`config.mk`:
```
export PLATFORM = sky130hd
export DESIGN_NAME = vpm_regs
export DESIGN_NICKNAME = d
export VERILOG_FILES = /design/src/rtl/vpm_pkg.sv /design/src/rtl/vpm_regs.sv
export SDC_FILE = /design/constraint.sdc
export NUM_CORES = 1
export LEC_CHECK = 0
export BUFFER_PORTS_ARGS = -buffer_cell sky130_fd_sc_hd__buf_4
export CORE_ASPECT_RATIO = 2
export CORE_MARGIN = 4
export CORE_UTILIZATION = 30
export DETAILED_ROUTE_END_ITERATION = 12
export GPL_TIMING_DRIVEN = 0
export SKIP_CTS_REPAIR_TIMING = 1
export SYNTH_ARGS = -nofsm -noshare
export SYNTH_HDL_FRONTEND = slang
export SYNTH_SLANG_ARGS = --single-unit
```
`constraint.sdc`:
```
create_clock -name ref_clk -period 16.1 [get_ports ref_clk]
set_clock_uncertainty 0.2 [all_clocks]
set_input_delay 2.415 -clock ref_clk [delete_from_list [all_inputs] [get_ports ref_clk]]
set_output_delay 2.415 -clock ref_clk [all_outputs]
set_load 0.01 [all_outputs]
```
`src/rtl/vpm_pkg.sv`:
```
// vpm_pkg: constants shared by the partition map register block
package vpm_pkg;
	// ==========================================================
	// system register encodings
	localparam logic [1:0] VPM_OP0 = 2'h3;
	localparam logic [2:0] VPM_OP1 = 3'h4;
	localparam logic [3:0] VPM_CRN = 4'hA;
	localparam logic [3:0] VPM_CRM = 4'h6;
	localparam logic [2:0] VPM_OP2_MAP2 = 3'h2; // map register 2
	localparam logic [2:0] VPM_OP2_MAP3 = 3'h3; // map register 3
	// ==========================================================
	// presence thresholds: index field must exceed these
	localparam logic [2:0] VPM_MIN_IDX_MAP2 = 3'h1;
	localparam logic [2:0] VPM_MIN_IDX_MAP3 = 3'h2;
	// ==========================================================
	// redirect slot offsets and trap syndrome
	localparam logic [11:0] VPM_SLOT_MAP2 = 12'h950;
	localparam logic [11:0] VPM_SLOT_MAP3 = 12'h958;
	localparam logic [5:0] VPM_EC_SYSREG = 6'h18;
	// ==========================================================
	// exception levels
	localparam logic [1:0] VPM_EL0 = 2'h0;
	localparam logic [1:0] VPM_EL1 = 2'h1;
	localparam logic [1:0] VPM_EL2 = 2'h2;
	localparam logic [1:0] VPM_EL3 = 2'h3;
	// ==========================================================
	// field layout: four entries per register, first virtual id per register
	localparam int VPM_ENTRIES = 4;
	localparam logic [3:0] VPM_VID_BASE_MAP2 = 4'h8;
	localparam logic [3:0] VPM_VID_BASE_MAP3 = 4'hC;
	// reset value of the response data output
	localparam logic [63:0] VPM_DATA_RST = 64'h0;
	// ==========================================================
	// outcome of one access
	typedef enum logic [2:0] {
		VPM_ACCESS,
		VPM_REDIRECT,
		VPM_TRAP_EL2,
		VPM_TRAP_EL3,
		VPM_UNDEF
	} vpm_outcome_e;
endpackage

```
`src/rtl/vpm_regs.sv`:
```
// vpm_regs: partition map registers 2 and 3 with access checks and lookup
`timescale 1ns/100ps
// How it works
// - register 2 decoded at 3/4/10/6/2
// - any access from EL0 is undefined
// - EL1 nested-memory read redirects to 0x950 (0x958 for register 3)
// - EL1 nested-memory write stores at 0x950 (0x958 for register 3)
// - EL3 trap unless halted with secure debug off
// - EL1 nested only: EL3 path, else EL2 trap
// - other EL1 accesses are undefined
// - EL2 uses EL3 path or accesses register
// - EL3 reads full register without checks
// - register 3 maps virtual ids 12 to 15
// - highest index field is at most seven
// - index zero means only register 0 exists
// - per-level enables gate EL1 and EL0 translation
// - entry n used only with valid bit n
// - register 3 needs feature, control, index above 2
// - no mapping effect without EL2 enabled
// - register 3 holds four 16-bit entries
// - entries have no defined reset value
module vpm_regs
	import vpm_pkg::*;
#(
	parameter int PID_W = 16, // width of one physical id entry
	parameter int REG_W = 64 // width of a mapping register
) (
	input logic ref_clk,
	input logic rst,
	// access request from the core, one-cycle pulse
	input logic acc_req,
	input logic acc_write,
	input logic [1:0] acc_op0,
	input logic [2:0] acc_op1,
	input logic [3:0] acc_crn,
	input logic [3:0] acc_crm,
	input logic [2:0] acc_op2,
	input logic [REG_W-1:0] acc_wdata,
	// processor state at the time of the request
	input logic [1:0] cur_el,
	input logic el2_enabled,
	input logic nested_virt_bit,
	input logic nested_virt_memory_bit,
	input logic have_el3,
	input logic lower_level_trap_bit,
	input logic core_halted,
	input logic secure_debug_disabled,
	// configuration straps of the feature
	input logic partitioning_feature_present,
	input logic hypervisor_control_present,
	input logic [2:0] highest_map_register_index,
	// translation controls
	input logic el1_map_enable,
	input logic el0_map_enable,
	input logic [15:0] map_entry_valid_bits,
	// lookup of a virtual id
	input logic lookup_req,
	input logic [3:0] lookup_vid,
	input logic lookup_from_el1,
	// access response
	output logic resp_valid_q,
	output logic resp_undef_q,
	output logic resp_trap_q,
	output logic resp_trap_el3_q,
	output logic [5:0] resp_syndrome_q,
	output logic resp_redirect_q,
	output logic resp_redirect_write_q,
	output logic [11:0] resp_slot_offset_q,
	output logic [REG_W-1:0] resp_data_q,
	// lookup response
	output logic lookup_valid_q,
	output logic lookup_use_q,
	output logic [PID_W-1:0] lookup_phys_q
);
	// ==========================================================
	// elaboration check
	if (PID_W * VPM_ENTRIES != REG_W) begin : g_bad_width
		$error("vpm_regs: four entries must fill the register exactly");
	end

	// ==========================================================
	// storage: index 0 is register 2, index 1 is register 3
	logic [REG_W-1:0] map_q [2]; // no reset, entries are unknown after reset
	logic [REG_W-1:0] map_d [2];

	// ==========================================================
	// decode
	wire enc_common = (acc_op0 == VPM_OP0) && (acc_op1 == VPM_OP1)
		&& (acc_crn == VPM_CRN) && (acc_crm == VPM_CRM);
	wire hit_map2 = enc_common && (acc_op2 == VPM_OP2_MAP2);
	wire hit_map3 = enc_common && (acc_op2 == VPM_OP2_MAP3);
	wire acc_hit = acc_req && (hit_map2 || hit_map3);
	// the 3-bit field cannot exceed seven; zero leaves both absent
	wire base_present = partitioning_feature_present && hypervisor_control_present;
	wire map2_present = base_present && (highest_map_register_index > VPM_MIN_IDX_MAP2);
	wire map3_present = base_present
		&& (highest_map_register_index > VPM_MIN_IDX_MAP3);
	wire sel_present = hit_map3 ? map3_present : map2_present;
	wire sel_idx = hit_map3;
	// the lower-level trap only counts where EL3 exists
	wire el3_trap_on = have_el3 && lower_level_trap_bit;
	// halted with secure debug disabled turns an EL3 trap into undefined
	wire el3_blocked = core_halted && secure_debug_disabled;
	wire nv_mem = el2_enabled && nested_virt_bit && nested_virt_memory_bit;
	wire nv_only = el2_enabled && nested_virt_bit;

	// ==========================================================
	// access check, evaluated in priority order
	vpm_outcome_e outcome;
	vpm_outcome_e el3_path;
	// EL3 trap path shared by EL1 and EL2
	assign el3_path = el3_blocked ? VPM_UNDEF : VPM_TRAP_EL3;

	always_comb begin
		outcome = VPM_UNDEF;
		if (!sel_present) begin
			// absent register: undefined
			outcome = VPM_UNDEF;
		end else begin
			unique case (cur_el)
				VPM_EL0: begin
					outcome = VPM_UNDEF;
				end
				VPM_EL1: begin
					if (nv_mem) begin
						outcome = VPM_REDIRECT;
					end else if (nv_only) begin
						outcome = el3_trap_on ? el3_path : VPM_TRAP_EL2;
					end else begin
						outcome = VPM_UNDEF;
					end
				end
				VPM_EL2: begin
					outcome = el3_trap_on ? el3_path : VPM_ACCESS;
				end
				VPM_EL3: begin
					outcome = VPM_ACCESS; // no check at the top level
				end
			endcase
		end
	end

	// ==========================================================
	// register update: writes follow the same
	wire do_write = acc_hit && acc_write && (outcome == VPM_ACCESS);
	genvar gi;
	for (gi = 0; gi < 2; gi++) begin : g_map
		// the loop index is cut on purpose to the one-bit register select
		assign map_d[gi] = (do_write && (sel_idx == 1'(gi))) ? acc_wdata : map_q[gi];
		// plain data flop with no reset, the register keeps its last value
		always_ff @(posedge ref_clk) begin
			map_q[gi] <= map_d[gi];
		end
	end

	// ==========================================================
	// response, one cycle after the request
	wire resp_is_trap = (outcome == VPM_TRAP_EL2) || (outcome == VPM_TRAP_EL3);
	wire [11:0] slot_sel = hit_map3 ? VPM_SLOT_MAP3 : VPM_SLOT_MAP2;
	// read data only for a direct read; redirected reads come from memory
	wire [REG_W-1:0] rdata_sel = (outcome == VPM_ACCESS && !acc_write)
		? map_q[sel_idx] : VPM_DATA_RST;

	always_ff @(posedge ref_clk) begin
		if (rst) begin
			resp_valid_q <= 1'b0;
			resp_undef_q <= 1'b0;
			resp_trap_q <= 1'b0;
			resp_trap_el3_q <= 1'b0;
			resp_syndrome_q <= 6'h0;
			resp_redirect_q <= 1'b0;
			resp_redirect_write_q <= 1'b0;
			resp_slot_offset_q <= 12'h0;
			resp_data_q <= VPM_DATA_RST;
		end else begin
			resp_valid_q <= acc_hit;
			resp_undef_q <= acc_hit && (outcome == VPM_UNDEF);
			resp_trap_q <= acc_hit && resp_is_trap;
			resp_trap_el3_q <= acc_hit && (outcome == VPM_TRAP_EL3);
			resp_syndrome_q <= (acc_hit && resp_is_trap) ? VPM_EC_SYSREG : 6'h0;
			resp_redirect_q <= acc_hit && (outcome == VPM_REDIRECT);
			resp_redirect_write_q <= acc_hit && (outcome == VPM_REDIRECT) && acc_write;
			resp_slot_offset_q <= (acc_hit && outcome == VPM_REDIRECT) ? slot_sel : 12'h0;
			// a redirected write hands the source value on to the memory slot
			if (acc_hit && outcome == VPM_REDIRECT && acc_write) begin
				resp_data_q <= acc_wdata;
			end else begin
				resp_data_q <= acc_hit ? rdata_sel : VPM_DATA_RST;
			end
		end
	end

	// ==========================================================
	// lookup: only ids 8 to 15 live here, others are never used
	wire lk_reg = lookup_vid[2]; // 0 selects register 2, 1 register 3
	wire [1:0] lk_ent = lookup_vid[1:0];
	wire lk_in_range = (lookup_vid >= VPM_VID_BASE_MAP2);
	wire lk_present = lk_reg ? map3_present : map2_present;
	wire lk_enable = lookup_from_el1 ? el1_map_enable : el0_map_enable;
	// valid bit, enable and EL2 all required; limitation: no partial mapping
	wire lk_use = lk_in_range && lk_present && el2_enabled
		&& lk_enable && map_entry_valid_bits[lookup_vid];
	wire [REG_W-1:0] lk_word = map_q[lk_reg];
	wire [PID_W-1:0] lk_entry = lk_word[lk_ent*PID_W +: PID_W];

	always_ff @(posedge ref_clk) begin
		if (rst) begin
			lookup_valid_q <= 1'b0;
			lookup_use_q <= 1'b0;
			lookup_phys_q <= '0;
		end else begin
			lookup_valid_q <= lookup_req;
			lookup_use_q <= lookup_req && lk_use;
			// entry data only when used, avoiding unknown reset contents
			lookup_phys_q <= (lookup_req && lk_use) ? lk_entry : '0;
		end
	end
endmodule // vpm_regs

```
==> results.json <==
{
  "yosysTopAreaCell": "edfxtp_1",
  "crit_arrival_ps": 5180,
  "antenna_left": 0,
  "max_cap_viol_count": 0,
  "worst_pin_slew_ps": 863,
  "drc": 0,
  "cts_sinks": 218,
  "wirelength_mm": 32.7,
  "required_ps": 16130,
  "synthFlopType": "edfxtp_1",
  "grt_overflow_total": 0,
  "fill_cells": 2939,
  "num_rows": 90,
  "path_cells": "buf_4 > or4b_4 > nor4_4 > and2_1 > nand4_1 > nor3b_2 > buf_6 > buf_6 > buf_6",
  "grt_max_degree": 28,
  "num_vias": 7083,
  "io_pins": 228,
  "cts_tree": "done",
  "avgRoutedWirePerCell_microns": 24.0,
  "critPathTopFamily": "simple AND/OR/NAND/NOR gates",
  "fin_hold_ws_ps": 514,
  "slew_headroom": 0.420,
  "fmax_ghz": 0.194,
  "vias_per_cell": 5.20,
  "crit_path_top_delay_cell": "nor3b_2",
  "min_from": "map_q[1][38]",
  "critical_path_class": "in2reg",
  "crit_fanout": 11,
  "area_delta_synth_final_pct": 31.3,
  "synth_area_sq_mm": 0.00914,
  "setup_viol": 0,
  "cts_root_buf": "clkbuf_16",
  "nets": 1098,
  "rsz0062_at_grt": "false",
  "max_stage_delay_ps": 580,
  "cts_buffers": 20,
  "status": "complete, no violations",
  "synth_top_area_frac": 0.421,
  "yosysMostFrequentCell": "edfxtp_1",
  "design.die.area_sq_mm": 0.0335,
  "die_x_microns": 131,
  "tns_ps": 0,
  "cp.buffers_inverters": 4,
  "fin_area_sq_mm": 0.0120,
  "grt_pass1_wl_mm": 46.9,
  "core_area_sq_mm": 0.0302,
  "critical_path_cell_count": 9,
  "yosysSeqAreaShare": 0.618,
  "syn_inst": 729,
  "synth_edf_count": 128,
  "finalCritPeriodShare": 0.320,
  "start_util": 0.303,
  "multi_input_area_sq_mm": 0.00316,
  "worst_setup_path_end_kind": "flop",
  "placed_cells": 1322,
  "die_y_microns": 255,
  "cp_common_cell": "buf_6",
  "placed_cell_area_sq_mm": 0.0113,
  "synth_area_leaders": "edfxtp_1 (42%), dfxtp_1 (20%), mux4_2 (8.4%)",
  "grt_usage": 0.187,
  "synth_common_cells": "edfxtp_1 (128), dfxtp_1 (90), nand2_1 (67), and3_1 (65), a21boi_0 (64)",
  "clk_pin_slew_ps": 70,
  "r2r_cells": 3,
  "clock_latency_ps": 530,
  "numPortBuffers": 205,
  "vdd_ir_drop_max_v": 0.0000599,
  "finalCriticalPeriod_ps": 5150,
  "drt-pass1-iter-count": 5,
  "drive_gt1_frac": 0.333,
  "synth_seq_cells": 218,
  "dp_hpwl_mm": 25.3,
  "htree_levels": 1,
  "yosysWarnings": 0,
  "hold_depth": 3,
  "start_kind": "primary input",
  "synth.distinct_cells": 42,
  "hp-class": "reg2reg",
  "seq_area_sq_mm": 0.00565,
  "grt_pass1_vias": 7393,
  "leakage_nw": 4.69,
  "clk_path_buf_depth": 3,
  "cp-startpoint": "acc_op1[0]",
  "reg2reg_from": "map_q[1][57]",
  "antenna_found_initial": 5,
  "final_hold_viol_count": 0,
  "synth_area_per_cell_sq_um": 12.5,
  "drt_iter0_markers": 586,
  "gp_congestion": 0.893,
  "fin_cells": 1363,
  "slew_violations": 0,
  "synth-async-reset-ratio": 0,
  "power_density_mw_per_mm2": 96.4
}
-- area by class of cell --
class / count / share of cell area
antenna: 5 / 0.00104
buffer: 76 / 0.0314
clock buffer: 24 / 0.0454
clock inverter: 12 / 0.0102
inverter: 2 / 0.000625
multi-input combinational: 443 / 0.263
sequential: 218 / 0.470
tap: 368 / 0.0384
timing repair buffer: 215 / 0.139
-- worst register-to-register path: stages, from the launching register on --
cell and delay (ps):
edfxtp_1 390, mux4_2 560, mux2i_1 330, nor2_1 70
-- cell usage in the layout, fill, tap and decap left out, types with 3 or more instances in the layout --
cell type | Yosys | layout
a21oi_2 | 10 | 10
dfxtp_1 | 90 | 90
clkinv_2 | 0 | 3
mux4_2 | 34 | 34
buf_2 | 15 | 15
a21boi_0 | 64 | 64
conb_1 | 1 | 11
mux2i_1 | 17 | 17
nor2_1 | 21 | 20
nand2_1 | 67 | 67
nand4_1 | 3 | 3
o21ai_1 | 63 | 63
nor3_1 | 4 | 4
and3_1 | 65 | 65
buf_4 | 17 | 223
clkinv_1 | 0 | 4
a21oi_1 | 54 | 54
buf_6 | 1 | 8
clkbuf_8 | 0 | 3
edfxtp_1 | 128 | 128
nor4_1 | 3 | 3
clkbuf_1 | 40 | 41
clkbuf_16 | 0 | 20
diode_2 | 0 | 5
-- report_power, final --
group / internal, mW / switching, mW
Clock: 0.276 / 0.217
Combinational: 0.0345 / 0.0405
Sequential: 0.589 / 0.0000533
Total: 0.899 / 0.258
-- state kept, by name, indices dropped and copies added (netlist names), 2 cells and up --
signal              count
map_q                 128
resp_data_q            64
lookup_phys_q          16
resp_slot_offset_q      2
-- through the flow --
stage / power [mW] / worst slack (ps) / utilization
floorplan: 0.633 / 7040 / -
global placement: 0.674 / 3280 / 0.370
detailed placement: 0.676 / 10450 / 0.375
CTS: 1.16 / 10980 / 0.397
global route: 1.19 / 10830 / 0.398
finish: 1.16 / 10950 / 0.398
-- final timing paths --
path	slack, ps	endpoint
setup / recovery	10950	map_q[1][28]
hold / removal	510	resp_data_q[38]
setup reg to reg	14420	lookup_phys_q[9]
hold reg to reg	510	resp_data_q[38]
-- kinds of logic after synthesis --
logic type,after synthesis,synth area share
buffers and inverters,78,0.0420
other,1,0.000410
AO/OA/AOI/OAI,201,0.135
multiplexers,51,0.102
flip-flops,218,0.618
AND/OR/NAND/NOR,180,0.103
-- routing by layer --
metal / part of all wire / wire length, microns / up-vias / global-route usage
li1: - / - / 3181 / -
met1: 0.31 / 10300 / 3470 / 0.174
met2: 0.57 / 18500 / 349 / 0.370
met3: 0.067 / 2200 / 83 / 0.0354
met4: 0.052 / 1700 / 0 / 0.113
met5: 0 / 0 / - / 0
No activity file was read; power rests on OpenSTA's default activity.
